[config.mk]
export PLATFORM = sky130hd
export DESIGN_NAME = hce_dma_engines
export DESIGN_NICKNAME = d
export VERILOG_FILES = /design/src/verilog/hce_pkg.sv /design/src/verilog/hce_dma_engines.sv
export VERILOG_INCLUDE_DIRS = /design/src /design/src/verilog
export SDC_FILE = /design/constraint.sdc
export NUM_CORES = 1
export LEC_CHECK = 0
export BUFFER_PORTS_ARGS = -buffer_cell sky130_fd_sc_hd__buf_4
export CORE_AREA = 2 2 377 379
export DETAILED_ROUTE_END_ITERATION = 16
export DIE_AREA = 0 0 379 381
export PLACE_DENSITY = 0.32
export REMOVE_ABC_BUFFERS = 1
export SYNTH_ARGS = -nofsm -noshare
export SYNTH_HDL_FRONTEND = slang
export SYNTH_SLANG_ARGS = --single-unit
[constraint.sdc]
create_clock -name clk -period 7.6 [get_ports clk]
set_clock_uncertainty 0.2 [all_clocks]
set_input_delay 1.52 -clock clk [delete_from_list [all_inputs] [get_ports clk]]
set_output_delay 1.52 -clock clk [all_outputs]
set_load 0.005 [all_outputs]
[src/verilog/hce_defs.svh]
// constants of the host controller dma engines
`ifndef HCE_DEFS_SVH
`define HCE_DEFS_SVH
`define HCE_CTX_NUM 8
`define HCE_HDR_LEN_LSB 16
`define HCE_HDR_TAG_LSB 14
`define HCE_HDR_CHAN_LSB 8
`define HCE_WORD_STEP 32'h0000_0004
`define HCE_CYCLE_MARKER 32'hffff_0000
`define HCE_RETRY_MAX 4'h3
`define HCE_SEL_ISO_STAT 4'h0
`define HCE_SEL_ASYNC_STAT 4'h1
`define HCE_SEL_ENGINE 4'h2
`define HCE_ISO_IT_DONE 0
`define HCE_ISO_IR_DONE 1
`define HCE_ISO_ERR 2
`define HCE_ASYNC_DONE 0
`define HCE_ASYNC_ERR 1
`endif

[src/verilog/hce_pkg.sv]
// types of the host controller dma engines
package hce_pkg;
	typedef enum logic [6:0] {
		ST_IDLE = 7'h01,
		ST_DESC0 = 7'h02,
		ST_DESC1 = 7'h04,
		ST_MOVE = 7'h08,
		ST_MARK = 7'h10,
		ST_LINK = 7'h20,
		ST_DRAIN = 7'h40
	} hce_state_type;
	typedef enum logic [1:0] {
		K_IT = 2'h0,
		K_IR = 2'h1,
		K_ATQ = 2'h2,
		K_ATR = 2'h3
	} hce_kind_type;
endpackage : hce_pkg

[src/verilog/hce_dma_engines.sv]
// iso transmit, iso receive and async send dma engines sharing one bus master port
// Notes on behaviour
// - iso transmit has eight independently configured contexts, each its own channel.
// - every iso cycle each context is visited, one packet per active one.
// - inactive transmit contexts are skipped with no bus activity.
// - active context: request bus, read descriptor, decode length and address, read payload.
// - after each serviced context a cycle marker word enters the transmit fifo.
// - iso receive has eight independently controlled contexts, each bound to one channel.
// - software may pick one receive context that accepts several channels.
// - first receive fifo word is popped as header; channel and filters extracted.
// - header is compared against every receive context's settings.
// - on match: request bus, fetch descriptor, write packet words to host memory.
// - no match: packet is drained from the fifo without memory access.
// - a local arbiter picks which engine gets the bus master port.
// - slave reads are decoded and data taken from the addressed source.
// - engine interrupt conditions are gathered onto the host interrupt.
// - iso status is held and forwarded to the interrupt handler.
// - async status is held and forwarded to the interrupt handler.
// - request and response contexts behave alike, each with its own descriptor list.
// - async send: descriptor, payload to fifo, link send, retries, errors, finish.
// - engines act as bus master for descriptors and data, answer slave reads.
`timescale 1ns/1ns
`include "hce_defs.svh"
module hce_dma_engines
	import hce_pkg::*;
#(
	parameter int CTX = `HCE_CTX_NUM,
	parameter logic [3:0] RETRY_MAX = `HCE_RETRY_MAX
)(
	input wire logic clk,
	input wire logic reset_n,
	input wire logic cycle_start,
	input wire logic [CTX-1:0] it_ctx_active,
	input wire logic [CTX*32-1:0] it_desc_ptr,
	input wire logic [CTX-1:0] ir_ctx_active,
	input wire logic [CTX*6-1:0] ir_ctx_chan,
	input wire logic [CTX*4-1:0] ir_ctx_tag_mask,
	input wire logic [CTX*32-1:0] ir_desc_ptr,
	input wire logic ir_multi_en,
	input wire logic [2:0] ir_multi_sel,
	input wire logic [63:0] ir_chan_mask,
	input wire logic at_req_go,
	input wire logic [31:0] at_req_ptr,
	input wire logic at_rsp_go,
	input wire logic [31:0] at_rsp_ptr,
	output logic at_req_done,
	output logic at_rsp_done,
	output logic mst_req,
	output logic mst_we,
	output logic [31:0] mst_addr,
	output logic [31:0] mst_wdata,
	input wire logic mst_ack,
	input wire logic mst_err,
	input wire logic [31:0] mst_rdata,
	output logic [31:0] fifo_wdata,
	output logic it_fifo_valid,
	input wire logic it_fifo_ready,
	output logic at_fifo_valid,
	input wire logic at_fifo_ready,
	input wire logic rx_fifo_valid,
	input wire logic [31:0] rx_fifo_data,
	output logic rx_fifo_ready,
	output logic link_send_req,
	input wire logic link_send_done,
	input wire logic link_send_retry,
	input wire logic link_send_err,
	input wire logic slave_rd,
	input wire logic [3:0] slave_addr,
	output logic [31:0] slave_rdata,
	output logic slave_rvalid,
	input wire logic [2:0] iso_stat_clr,
	input wire logic [1:0] async_stat_clr,
	output logic pci_int_n
);
	hce_state_type state_q, state_d;
	hce_kind_type kind_q, kind_d;
	logic [31:0] addr_q, addr_d, hold_q, hold_d;
	logic hold_vld_q, hold_vld_d, it_pend_q, it_pend_d;
	logic [15:0] cnt_q, cnt_d;
	logic [2:0] it_idx_q, it_idx_d;
	logic [3:0] retry_q, retry_d;
	logic [2:0] iso_stat_q, iso_stat_d, iso_ev;
	logic [1:0] async_stat_q, async_stat_d, async_ev;
	logic [31:0] srd_q, srd_d;
	logic srv_q, int_n_q;
	logic [5:0] hdr_chan;
	logic [1:0] hdr_tag;
	logic [CTX-1:0] ir_hit;
	logic ir_any;
	logic [2:0] ir_sel;
	logic bus_state;

	assign hdr_chan = rx_fifo_data[`HCE_HDR_CHAN_LSB +: 6];
	assign hdr_tag = rx_fifo_data[`HCE_HDR_TAG_LSB +: 2];

	// ----------------------------------------
	// receive context matching
	// ----------------------------------------
	for (genvar g = 0; g < CTX; g++)
	begin : g_match
		// per context channel and tag filter
		// the chosen context listens to a channel mask instead
		assign ir_hit[g] = ir_ctx_active[g] && ir_ctx_tag_mask[g*4 + int'(hdr_tag)] &&
			((ir_multi_en && ir_multi_sel == 3'(g)) ? ir_chan_mask[hdr_chan] : (ir_ctx_chan[g*6 +: 6] == hdr_chan));
	end

	// lowest numbered matching context wins when several claim a packet
	always_comb
	begin
		ir_sel = 3'h0;
		for (int i = CTX - 1; i >= 0; i--)
		begin
			if (ir_hit[i])
				ir_sel = 3'(i);
		end
	end
	assign ir_any = |ir_hit;
	assign bus_state = state_q inside {ST_DESC0, ST_DESC1, ST_MOVE};

	// ----------------------------------------
	// shared sequencer
	// ----------------------------------------
	always_comb
	begin
		state_d = state_q;
		kind_d = kind_q;
		addr_d = addr_q;
		hold_d = hold_q;
		hold_vld_d = hold_vld_q;
		cnt_d = cnt_q;
		it_idx_d = it_idx_q;
		retry_d = retry_q;
		// a new cycle re-arms the visit; set wins over the wrap clear
		it_pend_d = it_pend_q;
		iso_ev = 3'h0;
		async_ev = 2'h0;
		mst_req = 1'b0;
		mst_we = 1'b0;
		rx_fifo_ready = 1'b0;
		link_send_req = 1'b0;
		at_req_done = 1'b0;
		at_rsp_done = 1'b0;
		unique case (state_q)
			ST_IDLE:
			begin
				retry_d = 4'h0;
				// arbiter: receive first since its fifo cannot wait, then transmit, then async
				if (rx_fifo_valid)
				begin
					// pop the header word and take its length
					rx_fifo_ready = 1'b1;
					cnt_d = rx_fifo_data[`HCE_HDR_LEN_LSB +: 16];
					kind_d = K_IR;
					if (ir_any)
					begin
						// matched packet goes through a descriptor
						addr_d = ir_desc_ptr[ir_sel*32 +: 32];
						state_d = ST_DESC0;
					end
					else
					begin
						state_d = ST_DRAIN;
					end
				end
				else if (it_pend_q)
				begin
					kind_d = K_IT;
					// each context has its own descriptor pointer
					addr_d = it_desc_ptr[it_idx_q*32 +: 32];
					if (it_ctx_active[it_idx_q])
						state_d = ST_DESC0;
					else
					begin
						it_idx_d = it_idx_q + 3'h1;
						if (it_idx_q == 3'(CTX - 1))
							it_pend_d = 1'b0;
					end
				end
				else if (at_req_go || at_rsp_go)
				begin
					// same path, only the descriptor list differs
					kind_d = at_req_go ? K_ATQ : K_ATR;
					addr_d = at_req_go ? at_req_ptr : at_rsp_ptr;
					state_d = ST_DESC0;
				end
			end
			ST_DESC0:
			begin
				// descriptor word 0 holds the payload length, except receive which keeps the header length
				mst_req = 1'b1;
				if (mst_ack)
				begin
					addr_d = addr_q + `HCE_WORD_STEP;
					if (kind_q != K_IR)
						cnt_d = mst_rdata[15:0];
					state_d = ST_DESC1;
				end
			end
			ST_DESC1:
			begin
				// descriptor word 1 holds the host address
				mst_req = 1'b1;
				if (mst_ack)
				begin
					addr_d = mst_rdata;
					state_d = ST_MOVE;
				end
			end
			ST_MOVE:
			begin
				if (kind_q == K_IR)
				begin
					// one fifo word per write beat
					if (!hold_vld_q && cnt_q != 16'h0)
					begin
						rx_fifo_ready = rx_fifo_valid;
						if (rx_fifo_valid)
						begin
							hold_d = rx_fifo_data;
							hold_vld_d = 1'b1;
							cnt_d = cnt_q - 16'h1;
						end
					end
					mst_req = hold_vld_q;
					mst_we = 1'b1;
					if (mst_ack)
					begin
						hold_vld_d = 1'b0;
						addr_d = addr_q + `HCE_WORD_STEP;
					end
					if (!hold_vld_q && cnt_q == 16'h0)
					begin
						iso_ev[`HCE_ISO_IR_DONE] = 1'b1;
						state_d = ST_IDLE;
					end
				end
				else
				begin
					// next read only once the held word is in the fifo
					mst_req = !hold_vld_q && cnt_q != 16'h0;
					if (mst_ack)
					begin
						hold_d = mst_rdata;
						hold_vld_d = 1'b1;
						addr_d = addr_q + `HCE_WORD_STEP;
						cnt_d = cnt_q - 16'h1;
					end
					if (hold_vld_q && (kind_q == K_IT ? it_fifo_ready : at_fifo_ready))
						hold_vld_d = 1'b0;
					if (!hold_vld_q && cnt_q == 16'h0)
					begin
						if (kind_q == K_IT)
						begin
							// marker closes this context's share of the cycle
							hold_d = `HCE_CYCLE_MARKER;
							hold_vld_d = 1'b1;
							state_d = ST_MARK;
						end
						else
							state_d = ST_LINK;
					end
				end
				// a bus error abandons the packet and is reported
				if (mst_err)
				begin
					hold_vld_d = 1'b0;
					if (kind_q == K_ATQ || kind_q == K_ATR)
						async_ev[`HCE_ASYNC_ERR] = 1'b1;
					else
						iso_ev[`HCE_ISO_ERR] = 1'b1;
					state_d = (kind_q == K_IT) ? ST_MARK : ST_IDLE;
					if (kind_q == K_IT)
					begin
						hold_d = `HCE_CYCLE_MARKER;
						hold_vld_d = 1'b1;
					end
				end
			end
			ST_MARK:
			begin
				if (it_fifo_ready)
				begin
					hold_vld_d = 1'b0;
					iso_ev[`HCE_ISO_IT_DONE] = 1'b1;
					it_idx_d = it_idx_q + 3'h1;
					if (it_idx_q == 3'(CTX - 1))
						it_pend_d = 1'b0;
					state_d = ST_IDLE;
				end
			end
			ST_LINK:
			begin
				// ask the link to send, retry on busy up to the limit
				link_send_req = 1'b1;
				if (link_send_done)
				begin
					if (link_send_retry && !link_send_err && retry_q < RETRY_MAX)
						retry_d = retry_q + 4'h1;
					else
					begin
						if (link_send_err || link_send_retry)
							async_ev[`HCE_ASYNC_ERR] = 1'b1;
						else
							async_ev[`HCE_ASYNC_DONE] = 1'b1;
						at_req_done = kind_q == K_ATQ;
						at_rsp_done = kind_q == K_ATR;
						state_d = ST_IDLE;
					end
				end
			end
			ST_DRAIN:
			begin
				rx_fifo_ready = rx_fifo_valid && cnt_q != 16'h0;
				if (rx_fifo_ready)
					cnt_d = cnt_q - 16'h1;
				if (cnt_q == 16'h0)
					state_d = ST_IDLE;
			end
			default:
				state_d = ST_IDLE;
		endcase
		if (mst_err && (state_q == ST_DESC0 || state_q == ST_DESC1))
		begin
			state_d = ST_IDLE;
			if (kind_q == K_ATQ || kind_q == K_ATR)
				async_ev[`HCE_ASYNC_ERR] = 1'b1;
			else
				iso_ev[`HCE_ISO_ERR] = 1'b1;
			// a failed receive descriptor still must empty the packet
			if (kind_q == K_IR)
				state_d = ST_DRAIN;
			if (kind_q == K_IT)
			begin
				hold_d = `HCE_CYCLE_MARKER;
				hold_vld_d = 1'b1;
				state_d = ST_MARK;
			end
		end
		if (cycle_start)
		begin
			it_pend_d = 1'b1;
			if (!it_pend_q)
				it_idx_d = 3'h0;
		end
	end

	// ----------------------------------------
	// status, interrupt and slave read
	// ----------------------------------------
	always_comb
	begin
		// iso status held; a new event wins over its clear
		iso_stat_d = (iso_stat_q & ~iso_stat_clr) | iso_ev;
		// async status held the same way
		async_stat_d = (async_stat_q & ~async_stat_clr) | async_ev;
		// decode the slave address and pick the source
		unique case (slave_addr)
			`HCE_SEL_ISO_STAT: srd_d = {29'h0, iso_stat_q};
			`HCE_SEL_ASYNC_STAT: srd_d = {30'h0, async_stat_q};
			`HCE_SEL_ENGINE: srd_d = {16'h0, it_pend_q, it_idx_q, kind_q, 3'h0, state_q};
			default: srd_d = 32'h0;
		endcase
		if (!slave_rd)
			srd_d = slave_rdata;
	end

	always_ff @(posedge clk or negedge reset_n)
	begin
		if (!reset_n)
		begin
			state_q <= ST_IDLE;
			kind_q <= K_IT;
			addr_q <= 32'h0;
			hold_q <= 32'h0;
			hold_vld_q <= 1'b0;
			cnt_q <= 16'h0;
			it_idx_q <= 3'h0;
			it_pend_q <= 1'b0;
			retry_q <= 4'h0;
			iso_stat_q <= 3'h0;
			async_stat_q <= 2'h0;
			srd_q <= 32'h0;
			srv_q <= 1'b0;
			int_n_q <= 1'b1;
		end
		else
		begin
			state_q <= state_d;
			kind_q <= kind_d;
			addr_q <= addr_d;
			hold_q <= hold_d;
			hold_vld_q <= hold_vld_d;
			cnt_q <= cnt_d;
			it_idx_q <= it_idx_d;
			it_pend_q <= it_pend_d;
			retry_q <= retry_d;
			iso_stat_q <= iso_stat_d;
			async_stat_q <= async_stat_d;
			srd_q <= srd_d;
			srv_q <= slave_rd;
			// any held status asserts the host interrupt
			int_n_q <= !(|{iso_stat_d, async_stat_d});
		end
	end

	// master address and data straight from flops
	assign mst_addr = addr_q;
	assign mst_wdata = hold_q;
	assign fifo_wdata = hold_q;
	assign it_fifo_valid = hold_vld_q && kind_q == K_IT && (state_q == ST_MOVE || state_q == ST_MARK);
	assign at_fifo_valid = hold_vld_q && (kind_q == K_ATQ || kind_q == K_ATR) && state_q == ST_MOVE;
	assign slave_rdata = srd_q;
	assign slave_rvalid = srv_q;
	assign pci_int_n = int_n_q;

	// ----------------------------------------
	// checks
	// ----------------------------------------
	a_skip_no_bus: assert property (@(posedge clk) disable iff (!reset_n)
		state_q == ST_IDLE && !rx_fifo_valid && it_pend_q && !it_ctx_active[it_idx_q]
		|=> state_q == ST_IDLE && !mst_req && it_idx_q == $past(it_idx_q) + 3'h1)
		else $error("inactive context not skipped");
	a_desc_then_data: assert property (@(posedge clk) disable iff (!reset_n)
		state_q == ST_DESC1 && mst_ack && !mst_err |=> state_q == ST_MOVE && mst_addr == $past(mst_rdata))
		else $error("payload address not taken from descriptor");
	a_marker_word: assert property (@(posedge clk) disable iff (!reset_n)
		state_q == ST_MARK |-> it_fifo_valid && fifo_wdata == `HCE_CYCLE_MARKER)
		else $error("cycle marker missing");
	a_header_pop: assert property (@(posedge clk) disable iff (!reset_n)
		state_q == ST_IDLE && rx_fifo_valid |-> rx_fifo_ready ##1 (state_q == ST_DESC0 || state_q == ST_DRAIN))
		else $error("header not popped");
	a_drain_quiet: assert property (@(posedge clk) disable iff (!reset_n)
		state_q == ST_DRAIN |-> !mst_req)
		else $error("drain touched memory");
	a_master_busy: assert property (@(posedge clk) disable iff (!reset_n)
		mst_req |-> bus_state && (mst_we == (state_q == ST_MOVE && kind_q == K_IR)))
		else $error("bus request outside a transfer");
	a_fifo_stall: assert property (@(posedge clk) disable iff (!reset_n)
		it_fifo_valid && !it_fifo_ready |=> it_fifo_valid && $stable(fifo_wdata) && !mst_req)
		else $error("word lost under back-pressure");
	a_retry_limit: assert property (@(posedge clk) disable iff (!reset_n)
		state_q == ST_LINK && link_send_done && link_send_retry && retry_q == RETRY_MAX
		|=> state_q == ST_IDLE && async_stat_q[`HCE_ASYNC_ERR])
		else $error("retry limit not enforced");
	a_int_raise: assert property (@(posedge clk) disable iff (!reset_n)
		|async_ev |=> !pci_int_n)
		else $error("async event gave no interrupt");
endmodule : hce_dma_engines

== Yosys cells after proc, flatten, opt, wreduce, memory -nomap -nowiden ==
Cells that the tools add are included.

* Output and inout port bits: 138
* Logic and storage cells: 325
* Register bits: 137

* Reduce and logical (&&, ||, !) cells: 63
* Shifts and indexed selects: 2
* Magnitude comparators: 11
* Bitwise logic cells: 6
* Equality and inequality tests: 54
* Mux-type cells: 164
* Add/subtract/negate cells: 11

{| class="wikitable"
|+ Operator list
! operator !! number
|-
| 2-to-1 mux 32 bit || 18
|-
| indexed part select 256 x 9 -> 32 bit || 2
|-
| 2-to-1 mux 16 bit || 8
|-
| 2-to-1 mux 7 bit || 18
|-
| case mux 32 bit (3 select lines) || 1
|-
| 2-to-1 mux 1 bit || 75
|-
| case mux 16 bit (4 select lines) || 1
|-
| case mux 7 bit (7 select lines) || 1
|-
| == test 6 bit || 8
|-
| case mux 16 bit (3 select lines) || 1
|-
| 2-to-1 mux 3 bit || 14
|-
| binary-select mux 1 bit (select 5 bit) || 7
|-
| logical AND 1 bit || 35
|-
| adder 32 x 3 -> 32 bit (second input constant) || 1
|-
| inequality test 3 bit (second input constant) || 9
|-
| adder 5 x 2 -> 6 bit (first input constant) || 4
|-
| < comparator 6 bit (second input constant) || 4
|-
| zero test 16 bit || 1
|-
| nonzero test 16 bit || 1
|-
| subtractor 16 x 1 -> 16 bit (second input constant) || 1
|-
| == test 3 bit (second input constant) || 5
|-
| < comparator 5 x 6 -> 1 bit (second input constant) || 2
|-
| 2-to-1 mux 2 bit || 6
|-
| inequality test 2 bit (second input constant) || 6
|-
| 60 further kinds || 82
|}

== Depth between registers and ports, before layout ==
* Depth after elaboration: 18
* Mapped depth: 18
* Gate-level depth less buffers: 13

== Worst setup path before layout ==
Ideal clock, no wire load.

* Kind: input port to flip-flop
* Start: in rx_fifo_data[8]
* End: reg addr_q[21], in the netlist mst_addr[21]
* Setup time: 127 ps
* Stages on the path: 14
* Path buffers: 3
* Setup slack: 2706 ps
* Arrival: 4567 ps
* Path through: buf_6 mux4_2 mux4_2 nand2_1 nand4_1 buf_6 a31oi_1 o221ai_2 a21oi_4 buf_6 mux4_2 and2_1 a311oi_1 o21ai_1

* Word-level cells in the longest chain between the ends: 16

{| class="wikitable"
|+ RTL lines
! item !! RTL line !! text
|-
| from (decl) || hce_dma_engines.sv:61 || <nowiki>input wire logic [31:0] rx_fifo_data,</nowiki>
|-
| binary-select mux 1 bit (select 6 bit) || hce_dma_engines.sv:104 || <nowiki>((ir_multi_en && ir_multi_sel == 3'(g)) ? ir_chan_mask[hdr_chan] : (ir_ctx_chan[g*6 +: 6] == hdr_chan));</nowiki>
|-
| 2-to-1 mux 1 bit (not written as such) || hce_dma_engines.sv:104 ||
|-
| 2-to-1 mux 1 bit || hce_dma_engines.sv:104 ||
|-
| logical AND 1 bit || hce_dma_engines.sv:103 || <nowiki>assign ir_hit[g] = ir_ctx_active[g] && ir_ctx_tag_mask[g*4 + int'(hdr_tag)] &&</nowiki>
|-
| 2-to-1 mux 3 bit (8 in a row) || hce_dma_engines.sv:113 || <nowiki>if (ir_hit[i])</nowiki>
|-
| indexed part select 256 x 9 -> 32 bit || hce_dma_engines.sv:157 || <nowiki>addr_d = ir_desc_ptr[ir_sel*32 +: 32];</nowiki>
|-
| 2-to-1 mux 32 bit || hce_dma_engines.sv:154 || <nowiki>if (ir_any)</nowiki>
|-
| 2-to-1 mux 32 bit || hce_dma_engines.sv:148 || <nowiki>if (rx_fifo_valid)</nowiki>
|-
| case mux 32 bit (3 select lines) || hce_dma_engines.sv:143 || <nowiki>unique case (state_q)</nowiki>
|-
| to (signal assigned) || hce_dma_engines.sv:390 || <nowiki>addr_q <= addr_d;</nowiki>
|-
| to (decl) || hce_dma_engines.sv:77 || <nowiki>logic [31:0] addr_q, addr_d, hold_q, hold_d;</nowiki>
|}

Parallel ways exist; a longest one is shown, timed or not. The select of a mux whose other input is x is not followed.
A chain may end at the register's enable or synchronous reset.

== Final worst setup path ==
* Start: reg cnt_q[0]
* End: out mst_req

* Word-level cells in the longest chain between the ends: 4

{| class="wikitable"
|+ RTL lines
! item !! RTL line !! text
|-
| from (decl) || hce_dma_engines.sv:79 || <nowiki>logic [15:0] cnt_q, cnt_d;</nowiki>
|-
| from (signal assigned) || hce_dma_engines.sv:393 || <nowiki>cnt_q <= cnt_d;</nowiki>
|-
| nonzero test 16 bit || hce_dma_engines.sv:240 || <nowiki>mst_req = !hold_vld_q && cnt_q != 16'h0;</nowiki>
|-
| logical AND 1 bit || hce_dma_engines.sv:240 ||
|-
| 2-to-1 mux 1 bit || hce_dma_engines.sv:211 || <nowiki>if (kind_q == K_IR)</nowiki>
|-
| case mux 1 bit (2 select lines) || hce_dma_engines.sv:143 ||
|-
| to (decl) || hce_dma_engines.sv:48 || <nowiki>output logic mst_req,</nowiki>
|}

Every way passes these cells.

==> run metrics <==
Clk Latency, worst-skew pair 0.51 ns; leakage power 0.0105 µW; crit-path max cell delay 0.53 ns; Hold Path Sink retry_q[3]$_DFFE_PN0P_; share of total power in combinational logic 58.3%; largest net degree at the start of global routing 79; FF-to-FF Start cnt_q[0]$_DFFE_PN0P_; Syn-to-layout area delta 67.2%; register-to-register setup slack 2.38 ns; fraction of layout cells with a size suffix above 1 46.2%; cts bufs inserted 17; die footprint 144000 µm²; max-capacitance violation count 0; flip-flop and latch count after synthesis 118; deepest clock path buffer count 2; vias in the first global route 17900; Setup violations, final 0; port buffer count 945; Peak supply drop 0.136 mV; antenna-violating nets left 0; Final Total Pwr 5490 µW; CTS tree yes; crit path DAT 4.33 ns; Core Box Area 141000 µm²; f_max 165 MHz; Main synth FF type dfrtp_1; Tightest Pin Transition 1.14 ns; clk root buf clkbuf_16; Flop pwr share 23.2%; count of final max-slew check failures 0; Cell variety after synth 74; CTS H-tree lvls 4; post-synthesis sequential area ratio 20.6%; clock power share 18.6%; Top Ports 965; fin crit period 6.05 ns; Setup WS post-layout 1.55 ns; sw frac 46.6%; DR DRC count 0; GRT Residual Overflow 0; number of flops mapped to enable cells by yosys 0; drt pass-1 iters 5; worst reg2reg path endpoint cnt_q[5]$_DFFE_PN0P_; Internal Power 2930 µW; WP data required 5.88 ns; hold depth 1; initial antenna violation count 31; worst min path class reg2reg; slowest CP cell nor3_1; clk slew on worst S/H paths 0.07 ns; post-synthesis cell count 1673; syn avg cell area 8.57 µm²; Cell Rows 138; dpl ws 1.12 ns; Worst Setup Start Kind flip-flop; Async SR Flop Fraction 100%; reg2reg path depth 13; Hold Crit Start retry_q[3]$_DFFE_PN0P_; outcome finished clean; Yosys warning count 0; Post-layout nets 3340; CP cell instances inv_1 -> ha_1 -> or3b_2 -> or3_1 -> or3_1 -> nor3_1 -> nand2_1 -> or2_2 -> nand2_1 -> o21ai_0 -> buf_4; Initial DRC Count 855; RSZ-0062 raised after global routing no; Total Routing Usage GR 15.7%; final period utilization 79.6%; Avg Vias per Cell 3.88; Post-CTS Setup Bufs 0; PostCTS Resize Cnt 0; switching power 2560 µW; non-filler cells, final 4415; CP endpoint kind output pin; total clock sinks 118; DP Cell Count 4379; die width 379 µm; routed len/inst 26.7 µm; DP HPWL 98.2 mm; Die Ht 381 µm; initial core utilization 10.2%; Vias 17100; GP Congestion 0.803; hold buffers post-CTS 0; crit-path max FO 6; global-route wire length before repair 155 mm; relative slew slack 24.0%; Mapped Area 14300 µm²; count of final hold-check violations 0; WL final 118 mm; CP Class reg2out; PD cells 229 nW/µm²
[cell usage in the layout, fill, tap and decap left out, types with 5 or more instances in the layout]
master and instances:
xnor2_1 46, inv_1 35, nand4_1 11, o21ai_1 13
nand3_1 29, mux2_2 15, a22oi_1 31, a221oi_1 15
nor2b_1 39, a211oi_1 40, o2bb2ai_1 7, o22a_1 15
xor2_1 9, mux4_2 93, and3_1 20, a31oi_1 20
dfrtp_1 112, or3_1 13, mux2i_1 184, clkbuf_16 17
nor4_1 14, or2_2 6, o22ai_1 33, a311oi_1 16
nand2b_1 8, o21a_1 10, a21oi_1 88, nor3_1 32
nor2_1 112, clkinv_4 5, o21ai_0 135, bufinv_16 5
nand2_1 160, buf_4 986, and2_1 19, ha_1 5
a32oi_1 8, conb_1 19
[cell type report]
class / count / area (µm²)
Antenna cell: 4 / 10.0
Clock buffer: 18 / 439
Clock inverter: 14 / 225
Fill cell: 16100 / 117000
Inverter: 35 / 131
Multi-Input combinational cell: 1346 / 10400
Sequential cell: 118 / 2970
Tap cell: 1890 / 2360
Timing Repair Buffer: 990 / 7470
[sequential cells by signal, summed over array words and instances (netlist names)]
name / flops
async_stat_q: 2
cnt_q: 16
fifo_wdata: 32
hold_vld_q: 1
iso_stat_q: 3
it_idx_q: 3
it_pend_q: 1
kind_q: 2
mst_addr: 32
pci_int_n: 1
retry_q: 4
slave_rdata: 13
slave_rvalid: 1
state_q: 7
[per-stage QoR]
step           cell area (µm²)  hold slack [ns]  TNS (ns)  utilization, %
2_1_floorplan            13400            0.244     -2.32               -
4_1_cts                  24000            0.289         0            17.0
6_report                 24000            0.292         0            17.1
5_1_grt                  24000            0.305         0            17.0
3_3_place_gp             23300            0.271         0            16.6
3_5_place_dp             23300            0.273         0            16.6
[critical path: cells and delay by family, from the launching register on]
family          cells  cell delay (ns)
compound gates      1             0.25
flops               1             0.41
buf+inv             2             0.30
fa+ha+maj           1             0.18
simple gates        7             2.70
[Yosys cell counts (5+ instances only)]
master / count / area [µm²]
buf_2: 22 / 110
dfrtp_1: 116 / 2900
o21a_1: 10 / 75.1
a311oi_1: 16 / 140
o21ai_1: 13 / 65.1
nand2b_1: 9 / 56.3
o22ai_1: 33 / 206
xor2_1: 9 / 78.8
nand3_1: 29 / 145
a211oi_1: 40 / 300
nor3_1: 34 / 170
o2bb2ai_1: 7 / 61.3
nor4_1: 14 / 87.6
clkbuf_1: 88 / 330
nor2_1: 115 / 432
buf_6: 11 / 124
xnor2_1: 46 / 403
and3_1: 20 / 125
nand4_1: 11 / 68.8
ha_1: 5 / 62.6
mux4_2: 93 / 2090
o22a_1: 15 / 131
nor2b_1: 40 / 250
buf_1: 15 / 56.3
or2_2: 6 / 37.5
a32oi_1: 8 / 70.1
a221oi_1: 15 / 131
a21oi_1: 89 / 445
mux2_2: 15 / 169
inv_1: 35 / 131
a31oi_1: 20 / 125
nand2_1: 160 / 601
mux2i_1: 184 / 1840
and2_1: 19 / 119
buf_4: 55 / 413
o21ai_0: 135 / 676
or3_1: 13 / 81.3
a22oi_1: 31 / 233
[power by group through the flow]
stage	registers, µW	clock network, µW	logic (µW)
3_3_place_gp	1300	0	3320
4_1_cts	1290	1070	3320
6_report	1270	1020	3200
2_1_floorplan	1190	0	1580
5_1_grt	1320	1090	3530
3_5_place_dp	1300	0	3310
[metal layers]
metal	vias to the layer above	routed length (µm)	GRT usage, %
met5	-	104	0
met4	20	1150	1.98
met3	72	7700	4.00
met2	624	59600	27.8
met1	8465	49300	19.4
li1	7952	-	-
[how the worst max path moves through the flow]
stage	startpoint	to	slack, ns	depth (start not counted)
floorplan	rx_fifo_data[8]	mst_addr[15]$_DFFE_PN0P_	-0.21	10
global placement	rx_fifo_data[8]	mst_addr[23]$_DFFE_PN0P_	1.18	13
detailed placement	rx_fifo_data[8]	mst_addr[23]$_DFFE_PN0P_	1.12	13
CTS	cnt_q[0]$_DFFE_PN0P_	mst_req	1.59	11
global route	cnt_q[0]$_DFFE_PN0P_	mst_req	1.43	11
finish	cnt_q[0]$_DFFE_PN0P_	mst_req	1.55	11
[cell families (layout without fill, tap and decap cells)]
family	count (synthesis)	in the layout	synth area share, %
compound gates	477	477	21.5
simple gates	495	495	16.7
mux	295	295	29.2
buf+inv	227	1057	8.16
other cells	1	23	0.0262
fa+ha+maj	5	5	0.436
xor+xnor	55	55	3.36
flops	118	118	20.6
No activity file was read; power rests on OpenSTA's default activity.
